### src/rtl/insn_decode_consts.svh
// Purpose: constants for the instruction decoder
// Assumes: 16-bit instruction words
// Notes: opcode prefixes and field positions
`ifndef INSN_DECODE_CONSTS_SVH
`define INSN_DECODE_CONSTS_SVH
`define PFX_MOVE_FF 4'hC
`define PFX_SECOND 4'hF
`define PFX_JUMP 4'hD
`define PFX_BRANCH 4'hE
`define OP6_ADDC 6'h08
`define OP6_ADD 6'h09
`define OP7_MUL 7'h01
`define OP7_CLR 7'h35
`define OP8_CALL_HI 7'h76
`define OP8_GOTO 8'hEF
`define LOW_STANDBY 8'h03
`define LOW_WDT 8'h04
`define LOW_PUSH 8'h05
`define LOW_POP 8'h06
`define LOW_RETFAST 7'h08
`define LOW_RET 7'h09
`define LOW_TBL_RD 6'h02
`define LOW_TBL_WR 6'h03
`define TIMER_ZERO_ADDR 8'hD6
`define INSN_PERIOD_OSC 3'h4
`endif

### src/rtl/insn_decode_pkg.sv
// Purpose: types for the instruction decoder
// Assumes: nothing
// Notes: one-hot sequencer states
package insn_decode_pkg;
    typedef enum logic [2:0] {
        ST_EXEC = 3'h1,
        ST_SECOND = 3'h2,
        ST_FLUSH = 3'h4
    } seq_e;
    typedef struct packed {
        seq_e seq;
        logic [1:0] osc_ph;
        logic [7:0] src_lo;
        logic [7:0] tgt_lo;
        logic call_pend;
        logic fast_pend;
        logic tbl_write_busy;
        logic [11:0] addr;
        logic bank_sel;
        logic to_acc;
        logic [2:0] bit_idx;
        logic [7:0] lit;
        logic [10:0] offset;
        logic [19:0] target;
        logic [3:0] alu_op;
        logic [1:0] tbl_mode;
        logic use_shadow;
        logic pin_src;
        logic clr_prescale;
        logic flag_upd;
        logic wdt_pd_upd;
        logic irq_reen;
        logic stack_push;
        logic stack_pop;
        logic take_jump;
        logic is_nop;
        logic stall;
    } dec_s;
endpackage

### src/rtl/mcu_instruction_decoder.sv
// Purpose: decode 16-bit instruction words into datapath controls
// Assumes: one instruction word per instruction cycle, status flags as inputs
// Notes: outputs registered; they describe the word taken on the previous cycle
// Behaviour
// RULE1: access bit 0 uses access RAM, 1 uses bank select register.
// RULE2: destination bit 0 writes accumulator, 1 writes the file register.
// RULE3: bit instructions pick bit 0 to 7 via three-bit field.
// RULE4: single-word file address is eight bits, 0x00 to 0xFF.
// RULE5: file-to-file move takes two cycles, 12-bit source then destination.
// RULE6: table access uses 21-bit pointer, four modes, eight-bit latch.
// RULE7: fast bit 1 uses shadow registers on call or return, 0 not.
// RULE8: a lone second word with prefix 1111 acts as no-operation.
// RULE9: program counter change or true test costs an extra no-op cycle.
// RULE10: port read-modify-write takes pin levels as source.
// RULE11: flagged write to timer zero count clears its assigned prescaler.
// RULE12: a started table write continues until terminated.
// RULE13: byte ops: opcode 15:10, destination 9, access 8, address 7:0.
// RULE14: literal ops take eight-bit immediate from low byte.
// RULE15: absolute jump and call build 20-bit target from two words.
// RULE16: relative jump is prefix 1101, bit 0, 11-bit offset.
// RULE17: conditional branches prefix 1110 with eight condition codes.
// RULE18: add with carry is 0010 00da and updates five flags.
// RULE19: standby and watchdog restart update time-out and power-down bits.
// RULE20: interrupt return takes two cycles and re-enables interrupts.
// RULE21: multiply writes product high and low, flags unchanged.
// RULE22: push and pop move stack top, no flags touched.
// RULE23: one instruction cycle is four oscillator periods.
// RULE24: undefined encodings execute as no-operation.
`timescale 1ns/1ps
`include "insn_decode_consts.svh"
module mcu_instruction_decoder (
    input wire logic core_clk,
    input wire logic rst,
    input wire logic [15:0] insn_word,
    input wire logic insn_valid,
    input wire logic [3:0] flags_nvzc,
    input wire logic port_target,
    input wire logic prescale_on_timer,
    input wire logic tbl_write_done,
    output logic [11:0] file_addr,
    output logic bank_sel,
    output logic to_acc,
    output logic [2:0] bit_idx,
    output logic [7:0] literal,
    output logic [10:0] jump_offset,
    output logic [19:0] jump_target,
    output logic [3:0] alu_op,
    output logic [1:0] tbl_mode,
    output logic tbl_write_busy,
    output logic use_shadow,
    output logic pin_src,
    output logic clr_prescale,
    output logic flag_upd,
    output logic wdt_pd_upd,
    output logic irq_reen,
    output logic stack_push,
    output logic stack_pop,
    output logic take_jump,
    output logic is_nop,
    output logic stall_fetch,
    output logic [1:0] osc_phase
);
    // ========================================
    // helpers
    function automatic logic cond_true(input logic [2:0] cc, input logic [3:0] f);
        logic v;
        v = 1'b0;
        case (cc[2:1])
            2'h0: v = f[1];
            2'h1: v = f[0];
            2'h2: v = f[2];
            default: v = f[3];
        endcase
        cond_true = v ^ cc[0];
    endfunction

    insn_decode_pkg::dec_s s_q, s_d;
    logic [3:0] pfx;
    assign pfx = insn_word[15:12];
    logic word_taken;
    assign word_taken = insn_valid && s_q.seq == insn_decode_pkg::ST_EXEC;

    // ========================================
    // next-state decode
    always_comb begin
        s_d = s_q;
        s_d.osc_ph = s_q.osc_ph + 2'h1; // [RULE23]
        s_d.flag_upd = 1'b0;
        s_d.wdt_pd_upd = 1'b0;
        s_d.irq_reen = 1'b0;
        s_d.stack_push = 1'b0;
        s_d.stack_pop = 1'b0;
        s_d.take_jump = 1'b0;
        s_d.clr_prescale = 1'b0;
        s_d.pin_src = 1'b0;
        s_d.use_shadow = 1'b0;
        s_d.is_nop = 1'b0;
        if (s_q.tbl_write_busy && tbl_write_done) begin
            s_d.tbl_write_busy = 1'b0; // [RULE12]
        end
        case (s_q.seq)
            insn_decode_pkg::ST_FLUSH: begin
                s_d.is_nop = 1'b1; // [RULE9]
                s_d.seq = insn_decode_pkg::ST_EXEC;
            end
            insn_decode_pkg::ST_SECOND: begin
                if (insn_valid) begin
                    s_d.seq = insn_decode_pkg::ST_EXEC;
                    if (s_q.call_pend) begin
                        s_d.target = {insn_word[11:0], s_q.tgt_lo}; // [RULE15]
                        s_d.take_jump = 1'b1;
                        s_d.use_shadow = s_q.fast_pend; // [RULE7]
                    end else begin
                        s_d.addr = insn_word[11:0]; // [RULE5]
                    end
                end
            end
            insn_decode_pkg::ST_EXEC: begin
                if (insn_valid) begin
                    s_d.is_nop = 1'b1; // [RULE24]
                    s_d.addr = {4'h0, insn_word[7:0]}; // [RULE4] [RULE13]
                    s_d.to_acc = ~insn_word[9]; // [RULE2]
                    s_d.bank_sel = insn_word[8]; // [RULE1]
                    s_d.bit_idx = insn_word[11:9]; // [RULE3]
                    s_d.lit = insn_word[7:0]; // [RULE14]
                    s_d.alu_op = insn_word[15:12];
                    if (pfx == `PFX_MOVE_FF) begin
                        s_d.addr = insn_word[11:0]; // [RULE5]
                        s_d.call_pend = 1'b0;
                        s_d.is_nop = 1'b0;
                        s_d.seq = insn_decode_pkg::ST_SECOND;
                    end else if (pfx == `PFX_SECOND) begin
                        s_d.is_nop = 1'b1; // [RULE8]
                    end else if (pfx == `PFX_JUMP) begin
                        s_d.offset = insn_word[10:0]; // [RULE16]
                        s_d.take_jump = 1'b1;
                        s_d.stack_push = insn_word[11];
                        s_d.is_nop = 1'b0;
                        s_d.seq = insn_decode_pkg::ST_FLUSH; // [RULE9]
                    end else if (pfx == `PFX_BRANCH && insn_word[11] == 1'b0) begin
                        s_d.offset = {{3{insn_word[7]}}, insn_word[7:0]};
                        s_d.is_nop = 1'b0;
                        if (cond_true(insn_word[10:8], flags_nvzc)) begin // [RULE17]
                            s_d.take_jump = 1'b1;
                            s_d.seq = insn_decode_pkg::ST_FLUSH; // [RULE9]
                        end
                    end else if (insn_word[15:9] == `OP8_CALL_HI ||
                                 insn_word[15:8] == `OP8_GOTO) begin
                        s_d.tgt_lo = insn_word[7:0]; // [RULE15]
                        s_d.call_pend = 1'b1;
                        s_d.fast_pend = (insn_word[15:8] != `OP8_GOTO) && insn_word[8];
                        s_d.stack_push = insn_word[15:8] != `OP8_GOTO;
                        s_d.is_nop = 1'b0;
                        s_d.seq = insn_decode_pkg::ST_SECOND;
                    end else if (insn_word[15:8] == 8'h00) begin
                        if (insn_word[7:0] == `LOW_STANDBY || insn_word[7:0] == `LOW_WDT) begin
                            s_d.wdt_pd_upd = 1'b1; // [RULE19]
                            s_d.is_nop = 1'b0;
                        end else if (insn_word[7:0] == `LOW_PUSH) begin
                            s_d.stack_push = 1'b1; // [RULE22]
                            s_d.is_nop = 1'b0;
                        end else if (insn_word[7:0] == `LOW_POP) begin
                            s_d.stack_pop = 1'b1; // [RULE22]
                            s_d.is_nop = 1'b0;
                        end else if (insn_word[7:1] == `LOW_RETFAST ||
                                     insn_word[7:1] == `LOW_RET) begin
                            s_d.stack_pop = 1'b1;
                            s_d.take_jump = 1'b1;
                            s_d.use_shadow = insn_word[0]; // [RULE7]
                            s_d.irq_reen = insn_word[7:1] == `LOW_RETFAST; // [RULE20]
                            s_d.is_nop = 1'b0;
                            s_d.seq = insn_decode_pkg::ST_FLUSH;
                        end else if (insn_word[7:2] == `LOW_TBL_RD ||
                                     insn_word[7:2] == `LOW_TBL_WR) begin
                            s_d.tbl_mode = insn_word[1:0]; // [RULE6]
                            s_d.is_nop = 1'b0;
                            s_d.seq = insn_decode_pkg::ST_FLUSH;
                            if (insn_word[7:2] == `LOW_TBL_WR) begin
                                s_d.tbl_write_busy = 1'b1; // [RULE12]
                            end
                        end
                    end else if (insn_word[15:9] == `OP7_MUL) begin
                        s_d.is_nop = 1'b0; // [RULE21]
                    end else if (insn_word[15:10] == `OP6_ADDC ||
                                 insn_word[15:10] == `OP6_ADD) begin
                        s_d.flag_upd = 1'b1; // [RULE18]
                        s_d.is_nop = 1'b0;
                        s_d.pin_src = port_target; // [RULE10]
                        s_d.clr_prescale = insn_word[9] && prescale_on_timer &&
                                           insn_word[7:0] == `TIMER_ZERO_ADDR; // [RULE11]
                    end
                end
            end
            default: s_d.seq = insn_decode_pkg::ST_EXEC;
        endcase
        // stall kept in a flop so the fetch hold leaves straight from a register
        s_d.stall = s_d.seq != insn_decode_pkg::ST_EXEC;
    end

    always_ff @(posedge core_clk or posedge rst) begin
        if (rst) begin
            s_q <= '0;
            s_q.seq <= insn_decode_pkg::ST_EXEC;
        end else begin
            s_q <= s_d;
        end
    end

    // ========================================
    // outputs
    assign file_addr = s_q.addr;
    assign bank_sel = s_q.bank_sel;
    assign to_acc = s_q.to_acc;
    assign bit_idx = s_q.bit_idx;
    assign literal = s_q.lit;
    assign jump_offset = s_q.offset;
    assign jump_target = s_q.target;
    assign alu_op = s_q.alu_op;
    assign tbl_mode = s_q.tbl_mode;
    assign tbl_write_busy = s_q.tbl_write_busy;
    assign use_shadow = s_q.use_shadow;
    assign pin_src = s_q.pin_src;
    assign clr_prescale = s_q.clr_prescale;
    assign flag_upd = s_q.flag_upd;
    assign wdt_pd_upd = s_q.wdt_pd_upd;
    assign irq_reen = s_q.irq_reen;
    assign stack_push = s_q.stack_push;
    assign stack_pop = s_q.stack_pop;
    assign take_jump = s_q.take_jump;
    assign is_nop = s_q.is_nop;
    assign stall_fetch = s_q.stall;
    assign osc_phase = s_q.osc_ph;

    // ========================================
    // checks
    a_flush_nop: assert property (@(posedge core_clk) disable iff (rst) // [RULE9]
        s_q.seq == insn_decode_pkg::ST_FLUSH |=> is_nop) else $error("flush not nop");
    a_jump_two_cyc: assert property (@(posedge core_clk) disable iff (rst) // [RULE16]
        (insn_valid && s_q.seq == insn_decode_pkg::ST_EXEC && pfx == `PFX_JUMP)
        |=> take_jump ##1 is_nop) else $error("jump not two cycles");
    a_second_nop: assert property (@(posedge core_clk) disable iff (rst) // [RULE8]
        (insn_valid && s_q.seq == insn_decode_pkg::ST_EXEC && pfx == `PFX_SECOND)
        |=> is_nop && !take_jump) else $error("lone second word acts");
    a_dest_bit: assert property (@(posedge core_clk) disable iff (rst) // [RULE2]
        (insn_valid && s_q.seq == insn_decode_pkg::ST_EXEC) |=> to_acc == !$past(insn_word[9]))
        else $error("destination wrong");
    a_access_bit: assert property (@(posedge core_clk) disable iff (rst) // [RULE1]
        (insn_valid && s_q.seq == insn_decode_pkg::ST_EXEC) |=> bank_sel == $past(insn_word[8]))
        else $error("access bit wrong");
    a_move_src: assert property (@(posedge core_clk) disable iff (rst) // [RULE5]
        (insn_valid && s_q.seq == insn_decode_pkg::ST_EXEC && pfx == `PFX_MOVE_FF)
        |=> stall_fetch && file_addr == $past(insn_word[11:0])) else $error("move src");
    a_wdt_upd: assert property (@(posedge core_clk) disable iff (rst) // [RULE19]
        (insn_valid && s_q.seq == insn_decode_pkg::ST_EXEC && insn_word == 16'h0004)
        |=> wdt_pd_upd) else $error("watchdog bits not updated");
    a_tbl_hold: assert property (@(posedge core_clk) disable iff (rst) // [RULE12]
        (tbl_write_busy && !tbl_write_done) |=> tbl_write_busy) else $error("write cut");
    c_jump: cover property (@(posedge core_clk) take_jump ##1 is_nop);
    c_move: cover property (@(posedge core_clk) stall_fetch && !take_jump);
    c_tbl: cover property (@(posedge core_clk) tbl_write_busy);
    c_call_done: cover property (@(posedge core_clk) take_jump && !stall_fetch);
    c_tbl_done: cover property (@(posedge core_clk) tbl_write_busy ##1 !tbl_write_busy);
    a_bit_field: assert property (@(posedge core_clk) disable iff (rst) // [RULE3]
        word_taken
        |=> bit_idx == $past(insn_word[11:9]))
        else $error("bit index wrong");
    a_file_addr: assert property (@(posedge core_clk) disable iff (rst) // [RULE4]
        (word_taken && pfx != `PFX_MOVE_FF)
        |=> file_addr == {4'h0, $past(insn_word[7:0])})
        else $error("file address wrong");
    a_byte_fields: assert property (@(posedge core_clk) disable iff (rst) // [RULE13]
        (word_taken && pfx == 4'h2)
        |=> alu_op == 4'h2 && bank_sel == $past(insn_word[8]) && to_acc == !$past(insn_word[9]))
        else $error("byte fields wrong");
    a_literal: assert property (@(posedge core_clk) disable iff (rst) // [RULE14]
        word_taken
        |=> literal == $past(insn_word[7:0]))
        else $error("literal wrong");
    a_move_dst: assert property (@(posedge core_clk) disable iff (rst) // [RULE5]
        (insn_valid && s_q.seq == insn_decode_pkg::ST_SECOND && !s_q.call_pend)
        |=> file_addr == $past(insn_word[11:0]) && !stall_fetch)
        else $error("move destination wrong");
    a_call_target: assert property (@(posedge core_clk) disable iff (rst) // [RULE15]
        (insn_valid && s_q.seq == insn_decode_pkg::ST_SECOND && s_q.call_pend)
        |=> take_jump && jump_target == {$past(insn_word[11:0]), $past(s_q.tgt_lo)})
        else $error("absolute target wrong");
    a_rel_offset: assert property (@(posedge core_clk) disable iff (rst) // [RULE16]
        (word_taken && pfx == `PFX_JUMP)
        |=> jump_offset == $past(insn_word[10:0]))
        else $error("relative offset wrong");
    a_branch_len: assert property (@(posedge core_clk) disable iff (rst) // [RULE9]
        (word_taken && pfx == `PFX_BRANCH && !insn_word[11])
        |=> take_jump == stall_fetch)
        else $error("branch length wrong");
    a_branch_zero: assert property (@(posedge core_clk) disable iff (rst) // [RULE17]
        (word_taken && insn_word[15:8] == 8'hE0)
        |=> take_jump == $past(flags_nvzc[1]))
        else $error("zero branch wrong");
    a_branch_ncarry: assert property (@(posedge core_clk) disable iff (rst) // [RULE17]
        (word_taken && insn_word[15:8] == 8'hE3)
        |=> take_jump == !$past(flags_nvzc[0]))
        else $error("no carry branch wrong");
    a_fast_ret: assert property (@(posedge core_clk) disable iff (rst) // [RULE7]
        (word_taken && insn_word[15:2] == 14'h0004)
        |=> use_shadow == $past(insn_word[0]))
        else $error("fast return wrong");
    a_irq_reen: assert property (@(posedge core_clk) disable iff (rst) // [RULE20]
        (word_taken && insn_word[15:1] == 15'h0008)
        |=> irq_reen && take_jump ##1 is_nop)
        else $error("interrupt return wrong");
    a_mul_flags: assert property (@(posedge core_clk) disable iff (rst) // [RULE21]
        (word_taken && insn_word[15:9] == `OP7_MUL)
        |=> !flag_upd && !is_nop)
        else $error("multiply touched flags");
    a_stack_flags: assert property (@(posedge core_clk) disable iff (rst) // [RULE22]
        (word_taken && (insn_word == 16'h0005 || insn_word == 16'h0006))
        |=> stack_push != stack_pop && !flag_upd && !stall_fetch)
        else $error("push or pop wrong");
    a_addc_flags: assert property (@(posedge core_clk) disable iff (rst) // [RULE18]
        (word_taken && insn_word[15:10] == `OP6_ADDC)
        |=> flag_upd && !is_nop)
        else $error("add with carry flags");
    a_osc_cycle: assert property (@(posedge core_clk) disable iff (rst) // [RULE23]
        $past(!rst)
        |-> osc_phase == 2'($past(osc_phase) + 2'h1))
        else $error("oscillator phase skipped");
    a_undef_nop: assert property (@(posedge core_clk) disable iff (rst) // [RULE24]
        (word_taken && insn_word == 16'h0001)
        |=> is_nop && !take_jump && !stall_fetch)
        else $error("undefined word acts");
    a_tbl_mode: assert property (@(posedge core_clk) disable iff (rst) // [RULE6]
        (word_taken && insn_word[15:3] == 13'h0001)
        |=> tbl_mode == $past(insn_word[1:0]) && stall_fetch ##1 is_nop)
        else $error("table mode wrong");
    a_prescale_clr: assert property (@(posedge core_clk) disable iff (rst) // [RULE11]
        (word_taken && insn_word[15:11] == 5'h04 && insn_word[9] && prescale_on_timer
        && insn_word[7:0] == `TIMER_ZERO_ADDR) |=> clr_prescale)
        else $error("prescaler not cleared");
    a_pin_src: assert property (@(posedge core_clk) disable iff (rst) // [RULE10]
        (word_taken && insn_word[15:11] == 5'h04)
        |=> pin_src == $past(port_target))
        else $error("pin source wrong");
    a_second_wait: assert property (@(posedge core_clk) disable iff (rst) // [RULE5]
        (s_q.seq == insn_decode_pkg::ST_SECOND && !insn_valid)
        |=> stall_fetch)
        else $error("second word not awaited");
    a_sleep_upd: assert property (@(posedge core_clk) disable iff (rst) // [RULE19]
        (word_taken && insn_word == {8'h00, `LOW_STANDBY})
        |=> wdt_pd_upd && !stall_fetch)
        else $error("standby bits not updated");
endmodule

### config.mk
export PLATFORM = sky130hd
export DESIGN_NAME = mcu_instruction_decoder
export DESIGN_NICKNAME = d
export VERILOG_FILES = /design/src/rtl/insn_decode_pkg.sv /design/src/rtl/mcu_instruction_decoder.sv
export VERILOG_INCLUDE_DIRS = /design/src /design/src/rtl
export SDC_FILE = /design/constraint.sdc
export NUM_CORES = 1
export LEC_CHECK = 0
export BUFFER_PORTS_ARGS = -buffer_cell sky130_fd_sc_hd__buf_2
export CAP_MARGIN = 20
export CORE_ASPECT_RATIO = 1.4
export CORE_MARGIN = 2
export CORE_UTILIZATION = 45
export DETAILED_ROUTE_END_ITERATION = 16
export MAX_ROUTING_LAYER = met4
export PLACE_DENSITY = 0.66
export SYNTH_ARGS = -nofsm -noshare
export SYNTH_HDL_FRONTEND = slang
export SYNTH_SLANG_ARGS = --single-unit
### constraint.sdc
create_clock -name core_clk -period 4.51 [get_ports core_clk]
set_clock_uncertainty 0.1 [all_clocks]
set_input_delay 1.353 -clock core_clk [delete_from_list [all_inputs] [get_ports core_clk]]
set_output_delay 1.353 -clock core_clk [all_outputs]
set_load 0.1 [all_outputs]
# Word level (Yosys, flattened, before mapping)
# Cells that the tools add are included.
[totals]
mem_bits_rw = 0
elab_cells = 197
regBits = 89
out_inout_bits = 76
latchBits = 0
romBits = 0
memories = 0
[classes]
shift = 0
n_eq_ne = 31
n_mul = 0
magnitude_cmp = 0
n_div = 0
addsub = 1
n_reduce_logical = 22
bitwise = 12
n_mux = 105
[ops]
columns = ["operator", "count"]
rows = [
  ["$mux W3", 20],
  ["$mux W1", 49],
  ["$mux W11", 4],
  ["$mux W5", 8],
  ["$mux W37", 1],
  ["$mux W12", 3],
  ["$eq A8 B3 Y1 const B", 3],
  ["$pmux W12 S2", 1],
  ["$mux W9", 2],
  ["$eq A4 B4 Y1 const B", 4],
  ["$eq A8 B8 Y1 const B", 2],
  ["$eq A7 B4 Y1 const B", 2],
  ["$reduce_and A13 Y1", 1],
  ["$eq A6 B2 Y1 const B", 2],
  ["$eq A6 B4 Y1 const B", 2],
  ["$mux W2", 6],
  ["$mux W6", 2],
  ["$ne A2 B2 Y1 const B", 6],
  ["$not A1 Y1", 11],
  ["$mux W10", 1],
  ["$eq A8 B2 Y1 const B", 1],
  ["$logic_not A8 Y1", 1],
  ["$mux W8", 1],
  ["$ne A8 B8 Y1 const B", 1],
  ["other kinds (25)", 37],
]

# Depth between registers and ports, before layout
# Gate-level depths: netlist (run 1).
[depth]
ltp_word = 21
mapped_depth = 6
mapped_depth_nobuf = 4

# Least setup slack after synthesis (run 1)
# Ideal clock, no wire load.
[synth_path]
path_kind = "input to register"
start = "in insn_word[5]"
end = "reg s_q, in the netlist tbl_mode[0]"
arrival_time_ps = 2627
path_slack_ps = 1658
cell_stages = 5
setup_time_ps = 125
path_cell_list = "clkbuf_1 nor4_4 nand2_1 nor3_1 mux2_2"
[synth_via]
elab_chain_cells = 4
[synth_lines]
columns = ["element", "line", "text"]
rows = [
  ["start, declared", "mcu_instruction_decoder.sv:34", "input wire logic [15:0] insn_word,"],
  ["$eq A8 B2 Y1 (no source line), or another cell as far along", "--", ""],
  ["$logic_or A1 B1 Y1 (no source line)", "--", ""],
  ["$not A1 Y1 (no source line)", "--", ""],
  ["$reduce_and A13 Y1 (no source line) (*)", "--", ""],
  ["end, declared", "mcu_instruction_decoder.sv:77", "insn_decode_pkg::dec_s s_q, s_d;"],
]
# Every way passes the cells marked *; elsewhere a longest branch is shown, timed or not.
# A chain may end at the register's enable or synchronous reset.

# Worst setup path in the final report (run 1)
[layout_path]
start = "in insn_valid"
end = "reg s_q[77] (netlist bit)"
[layout_via]
elab_chain_cells = 1
[layout_lines]
columns = ["element", "line", "text"]
rows = [
  ["start, declared", "mcu_instruction_decoder.sv:35", "input wire logic insn_valid,"],
  ["$reduce_and A7 Y1 (no source line)", "--", ""],
]
# Every way passes these cells.

==> impl_metrics.yaml, run 1 <==
worst_setup_path:
  worst_ep_required_time_ns: 4.63
  end_kind: "register"
  reg2reg_setup_slack_ns: 2.17
  r2r.worst_path.cells: 3
  crit-reg2reg-launch: "s_q[94]$_DFF_PP1_"
  critPathMaxStageDelay_ns: 0.57
  startpoint_type: "primary input"
  reg2reg_to: "s_q[77]$_DFFE_PP0P_"
  path_max_fanout: 21
  master_of_the_slowest_instance_on_the_critical_path: "and3_1"
  worstPathCellList: "buf_2 -> and4bb_2 -> and3_1 -> mux2_2"
  worstSetupPathType: "primary input to register"
  arrival_ns: 2.99
drt:
  1st_pass_router_iterations: 4
  dr.first_iter.drc_count: 102
  totalWireLength_um: 9848
  avgViaCountPerCell: 5.310
  avgRoutedWirePerCell_um: 18.04
  antenna_left: 0
  dr_total_vias: 2899
  detail_route.drc_violations: 0
logic_synthesis:
  synth_edf_count: 0
  synth_flop_cell: "dfrtp_1"
  synthMostInstantiatedCell: "dfrtp_1"
  synth_top_area_cell: "dfrtp_1"
  ys_top_cells_by_count: "dfrtp_1 (88), nand2_1 (70), buf_4 (62), mux2_2 (41), clkbuf_1 (14)"
  yosys.area.top_type_share_pct: 51.03
  yosysUniqueCellTypes: 51
  synth_seq_area_share_pct: 51.64
  postSynthAreaPerCell_um2: 10.76
  synthesis.yosys.warnings: 0
  synth_seq_cells: 89
  synthTopCellsByArea: "dfrtp_1 (51%), buf_4 (11%), mux2_2 (11%), nand2_1 (6.1%), o21ai_0 (1.5%)"
  syn-num-nets: 427
  async_reset_ff_share_pct: 100.0
  syn_inst: 401
  syn_area_um2: 4315
global_routing:
  grt_antenna_before_repair: 0
  gr-total-overflow: 0
  grt_pass1_vias: 2952
  largest_net_degree_at_the_start_of_global_routing: 62
  grt.total_usage_pct: 20.32
  grt_first_pass_wirelength_um: 15320
clocking:
  cts_hold_buf: 0
  cts.root.buffer_cell: "clkbuf_16"
  number_of_buffers_inserted_during_clock_tree_synthesis: 9
  cts.path.max_buffers: 2
  cts-htree-levels: 3
  count_of_buffers_added_by_post_cts_timing_repair_for_setup: 0
  clock-sinks: 89
  cts_tree: "built"
  worst_skew_pair.late_latency_ns: 0.34
  ctsResizeCount: 0
  worst_setup_hold_path_clk_slew_ns: 0.06
sta:
  final_critical_path_setup_slack_ns: 1.644
  worstMarginPinSlew_ns: 0.9050
  layout_min_cycle_time_ns: 2.866
  min_period_over_period_pct: 63.55
  setup_repair_after_global_routing_missed_its_margin: "no"
  setup-tns-final_ns: 0
  max_freq_mhz: 348.9
  holdWs_ns: 0.3638
  final-hold-violation-count: 0
  slew-limit-headroom_pct: 38.71
  report.final.setup_viol: 0
  report.final.slew_viol_count: 0
die:
  initial_core_util_pct: 45.88
  die_x_um: 86.77
  design.core.area_um2: 9407
  die_area_um2: 10400
  die_h_um: 119.9
  top_level_ports: 102
  placementRows: 42
hold_path:
  holdCritStartpoint: "osc_phase[1]$_DFF_PP0_"
  min_path_cells: 1
  holdPathEnd: "osc_phase[1]$_DFF_PP0_"
  min_path_type: "register to register"
finish:
  diodes: 0
  area.growth.synth_to_final_pct: 10.32
  nets: 457
  drive_above_1_share_pct: 39.68
pwr:
  power.total_w: 0.002533
  switching_power_w: 0.001084
  power.combinational.fraction_pct: 33.9
  p_seq_share_pct: 37.2
  power-per-cell-area_nw_per_um2: 532.1
  peakVddDrop_mv: 0.2683
  cell_internal_pwr_w: 0.001450
  leakage_nw: 2.460
  power.share.clock_pct: 28.9
  power_switching_share_pct: 42.77
placed_design:
  port_buffers: 101
  dp_worst_setup_slack_ns: 1.110
  place_congestion: 0.9055
  dpl_wire_length_um: 7107
run:
  cap_viol_max_count: 0
outcome:
  status: "finished, final reports clean"
-- metrics by stage --
| stage | std cells | utilization [%] | instance area [um2] |
|---|---|---|---|
| 2_1_floorplan | 401 | - | 4315 |
| 3_3_place_gp | 528 | 47.10 | 4431 |
| 3_5_place_dp | 528 | 47.10 | 4431 |
| 4_1_cts | 544 | 50.24 | 4726 |
| 5_1_grt | 546 | 50.61 | 4761 |
| 6_report | 546 | 50.61 | 4761 |
-- sequential cells by signal, indices dropped and copies added (netlist names), 2 cells and up --
signal and flops:
osc_phase 2, literal 8, file_addr 12, tbl_mode 2
bit_idx 3, alu_op 4, s_q 13, jump_target 20
jump_offset 11
-- area by class of cell --
| cell class | instances | area (um2) |
|---|---|---|
| Fill cell | 862 | 4646 |
| Sequential cell | 89 | 2228 |
| Multi-Input combinational cell | 218 | 1493 |
| Timing Repair Buffer | 107 | 583.1 |
| Clock buffer | 9 | 225.2 |
| Tap cell | 110 | 137.6 |
| Clock inverter | 7 | 70.07 |
| Inverter | 6 | 23.77 |
-- layout by cell type, fill, tap and decap left out, types with 2 or more instances in the layout --
cell type,n
xor2_1,2
a22o_1,4
a21oi_1,8
dfrtp_1,88
nand4_1,2
mux2_2,41
a31oi_1,2
and4b_1,2
and3b_1,3
clkinv_2,4
clkbuf_16,9
nand2b_1,7
buf_4,4
and3_1,3
nor4_1,4
nor3_1,9
o21ai_0,13
and4bb_2,2
nand3_1,6
nand2_1,70
inv_1,5
a21boi_0,2
buf_2,101
nor2_1,5
nor2b_1,7
nor3b_1,3
-- power groups by stage --
stage | Clock, W | Sequential [W] | Combinational, W
finish | 0.000733 | 0.000942 | 0.000859
global route | 0.000786 | 0.000953 | 0.000893
CTS | 0.000752 | 0.000943 | 0.000860
detailed placement | 0 | 0.000957 | 0.000860
global placement | 0 | 0.000956 | 0.000853
floorplan | 0 | 0.000975 | 0.000796
-- worst max path at each step --
stage | start | to | slack (ns) | cells after the start
6_report | insn_valid | s_q[77]$_DFFE_PP0P_ | 1.64 | 4
5_1_grt | insn_valid | s_q[79]$_DFFE_PP0P_ | 1.55 | 4
4_1_cts | insn_valid | jump_offset[6]$_DFFE_PP0P_ | 1.45 | 4
3_5_place_dp | insn_valid | jump_offset[4]$_DFFE_PP0P_ | 1.11 | 4
3_3_place_gp | insn_valid | jump_offset[3]$_DFFE_PP0P_ | 1.19 | 4
2_1_floorplan | rst | alu_op[0]$_DFFE_PP0P_ | 0.75 | 1
-- per-layer routing --
layer	wire, um	up-vias	part of all wire (%)	global-route usage [%]
li1	-	1367	-	-
met1	3945	1443	40	23.03
met2	5317	72	54	34.86
met3	386	17	3.9	3.783
met4	199	0	2.0	8.496
met5	0	-	0	-
-- worst max-delay path: cells and delay by family --
kind                   cells  cell delay [ns]
AND/OR/NAND/NOR            2             1.10
multiplexers               1             0.40
buffers and inverters      1             0.13
-- cells by family (layout without fill, tap and decap cells) --
kind of cell              after synthesis  count (layout)  synth area share [%]
AOI/OAI and AO/OA                      44              44                 7.394
muxes                                  42              42                 11.22
xor gates and xnor gates                2               2                0.4060
and+or+nand+nor                       130             130                 15.57
DFF                                    89              89                 51.64
buffers and inverters                  94             129                 13.77
Note: power is estimated with default switching activity, not from simulation.
==> run 2, diff against run 1 <==
- clock period: 4.51 -> 2.7 ns (I/O delays scaled with it)
==> run 2 against run 1 <==
  * Non-clock buffer count increased by 13
  * First-iteration DRC count grew 110%
  * Combinational power grew 69%
  * Die area is the same
  * Sequential cell count stayed put
  * Wire length is 3.9% higher
  * Power up 63%
  * Count of clock-buffer cells in the layout increased by 4
  * Critical path depth rose by 1
==> impl_metrics.yaml, run 2 (synthesized netlist as in run 1, its figures left out) <==
outcome:
  status: "finished, final reports clean"
sta:
  final-hold-violation-count: 0
  report.final.setup_viol: 0
  report.final.slew_viol_count: 0
  slew-limit-headroom_pct: 43.58
  worstMarginPinSlew_ns: 0.8407
  setup_repair_after_global_routing_missed_its_margin: "no"
  setup-tns-final_ns: 0
  layout_min_cycle_time_ns: 2.119
  min_period_over_period_pct: 78.48
  max_freq_mhz: 471.9
drt:
  totalWireLength_um: 10230
  avgViaCountPerCell: 5.354
  dr.first_iter.drc_count: 219
  antenna_left: 0
  1st_pass_router_iterations: 4
  detail_route.drc_violations: 0
  dr_total_vias: 2993
  avgRoutedWirePerCell_um: 18.31
die:
  placementRows: 42
  die_area_um2: 10400
  die_x_um: 86.77
  initial_core_util_pct: 45.88
  top_level_ports: 102
  design.core.area_um2: 9407
  die_h_um: 119.9
worst_setup_path:
  master_of_the_slowest_instance_on_the_critical_path: "or3b_4"
  path_max_fanout: 9
  end_kind: "register"
  worstPathCellList: "buf_2 -> or3b_4 -> a2111oi_4 -> a221oi_2 -> a311o_1"
  worstSetupPathType: "primary input to register"
  timing.critical_path.to: "s_q[94]$_DFF_PP1_"
  crit-reg2reg-launch: "s_q[94]$_DFF_PP1_"
  startpoint_type: "primary input"
  critPathMaxStageDelay_ns: 0.43
  r2r.worst_path.cells: 4
  worst_setup_startpoint: "insn_word[4]"
  worst_ep_required_time_ns: 2.86
  arrival_ns: 2.28
  reg2reg_to: "tbl_mode[1]$_DFFE_PP0P_"
  reg2reg_setup_slack_ns: 0.60
global_routing:
  grt_pass1_vias: 3016
  gr-total-overflow: 0
  grt_antenna_before_repair: 0
  grt_first_pass_wirelength_um: 16210
  grt.total_usage_pct: 21.41
  largest_net_degree_at_the_start_of_global_routing: 75
finish:
  design_area_um2: 4803
  multiInputGateArea_um2: 1493
  nets: 470
  layout.cells.most_common: "buf_2"
  register_area_um2: 2228
  num-fill-cells: 905
  most-common-layout-cells: "buf_2 (101), dfrtp_1 (88), nand2_1 (70)"
  drive_above_1_share_pct: 40.53
  diodes: 0
  largest_register_ffs: 20
  area.growth.synth_to_final_pct: 11.31
run:
  cap_viol_max_count: 0
clocking:
  number_of_buffers_inserted_during_clock_tree_synthesis: 9
  cts_tree: "built"
  worst_skew_pair.late_latency_ns: 0.34
  cts-htree-levels: 3
  cts.path.max_buffers: 2
  ctsResizeCount: 0
  clock-sinks: 89
  worst_setup_hold_path_clk_slew_ns: 0.06
  count_of_buffers_added_by_post_cts_timing_repair_for_setup: 0
  cts.root.buffer_cell: "clkbuf_16"
  cts_hold_buf: 0
placed_design:
  place_congestion: 0.9006
  dpl_cell_area_um2: 4546
  dpl_wire_length_um: 7402
  port_buffers: 101
pwr:
  peakVddDrop_mv: 0.3952
  leakage_nw: 2.491
  power-per-cell-area_nw_per_um2: 858.5
hold_path:
  min_path_type: "primary input to async pin"
run 2: cell types whose count changed in the layout (fill, tap and decap cells not counted):
cell / previous run / this run
buf_4: 4 / 18
buf_16: 1 / 0
clkinv_2: 4 / 2
bufinv_16: 1 / 0
inv_6: 1 / 0
clkinvlp_4: 1 / 2
clkinv_4: 1 / 0
clkbuf_1: 0 / 4
run 2: worst min-delay path by stage:
stage / endpoint / slack, ns / depth (start not counted)
6_report: jump_offset[5]$_DFFE_PP0P_ / 0.35 / 2
5_1_grt: jump_offset[6]$_DFFE_PP0P_ / 0.38 / 2
4_1_cts: osc_phase[1]$_DFF_PP0_ / 0.35 / 2
3_5_place_dp: osc_phase[0]$_DFF_PP0_ / 0.35 / 1
3_3_place_gp: osc_phase[0]$_DFF_PP0_ / 0.34 / 1
2_1_floorplan: osc_phase[0]$_DFF_PP0_ / 0.34 / 1
run 2: power breakdown:
group	switching [W]	internal [W]	leakage, nW
sequential	0.0000802	0.00148	1.16
combinational	0.00122	0.000233	1.20
clock	0.000486	0.000621	0.124
total	0.00179	0.00234	2.49
run 2: layout make-up:
type | instances | share of cell area [%]
clock inverters | 3 | 0.3647
inverters | 6 | 0.5470
well taps | 110 | 2.865
clock buffers | 13 | 5.001
multi-input cells | 218 | 31.08
flip-flops and latches | 89 | 46.39
repair buffers | 120 | 13.75
run 2: worst max-delay path: cells and delay by family:
family / cells / cell delay [ns]
buf+inv: 1 / 0.20
simple gates: 1 / 0.43
compound gates: 3 / 0.83
run 2: per-layer routing:
metal / share of wire, % / up-vias / global-route usage, %
li1: - / 1389 / -
met1: 41 / 1494 / 25.28
met2: 52 / 86 / 34.71
met3: 4.2 / 24 / 4.058
met4: 3.5 / 0 / 10.74
met5: 0 / - / -
run 2: per-stage QoR:
stage / power [W] / std cells / hold WS, ns / worst slack (ns) / util (%)
floorplan: 0.002960 / 401 / 0.3356 / 0.3912 / -
global placement: 0.003028 / 543 / 0.3432 / 0.2894 / 48.32
detailed placement: 0.003048 / 543 / 0.3498 / 0.2492 / 48.32
CTS: 0.004165 / 559 / 0.3532 / 0.5966 / 51.06
global route: 0.004287 / 559 / 0.3751 / 0.4724 / 51.06
finish: 0.004124 / 559 / 0.3524 / 0.5810 / 51.06
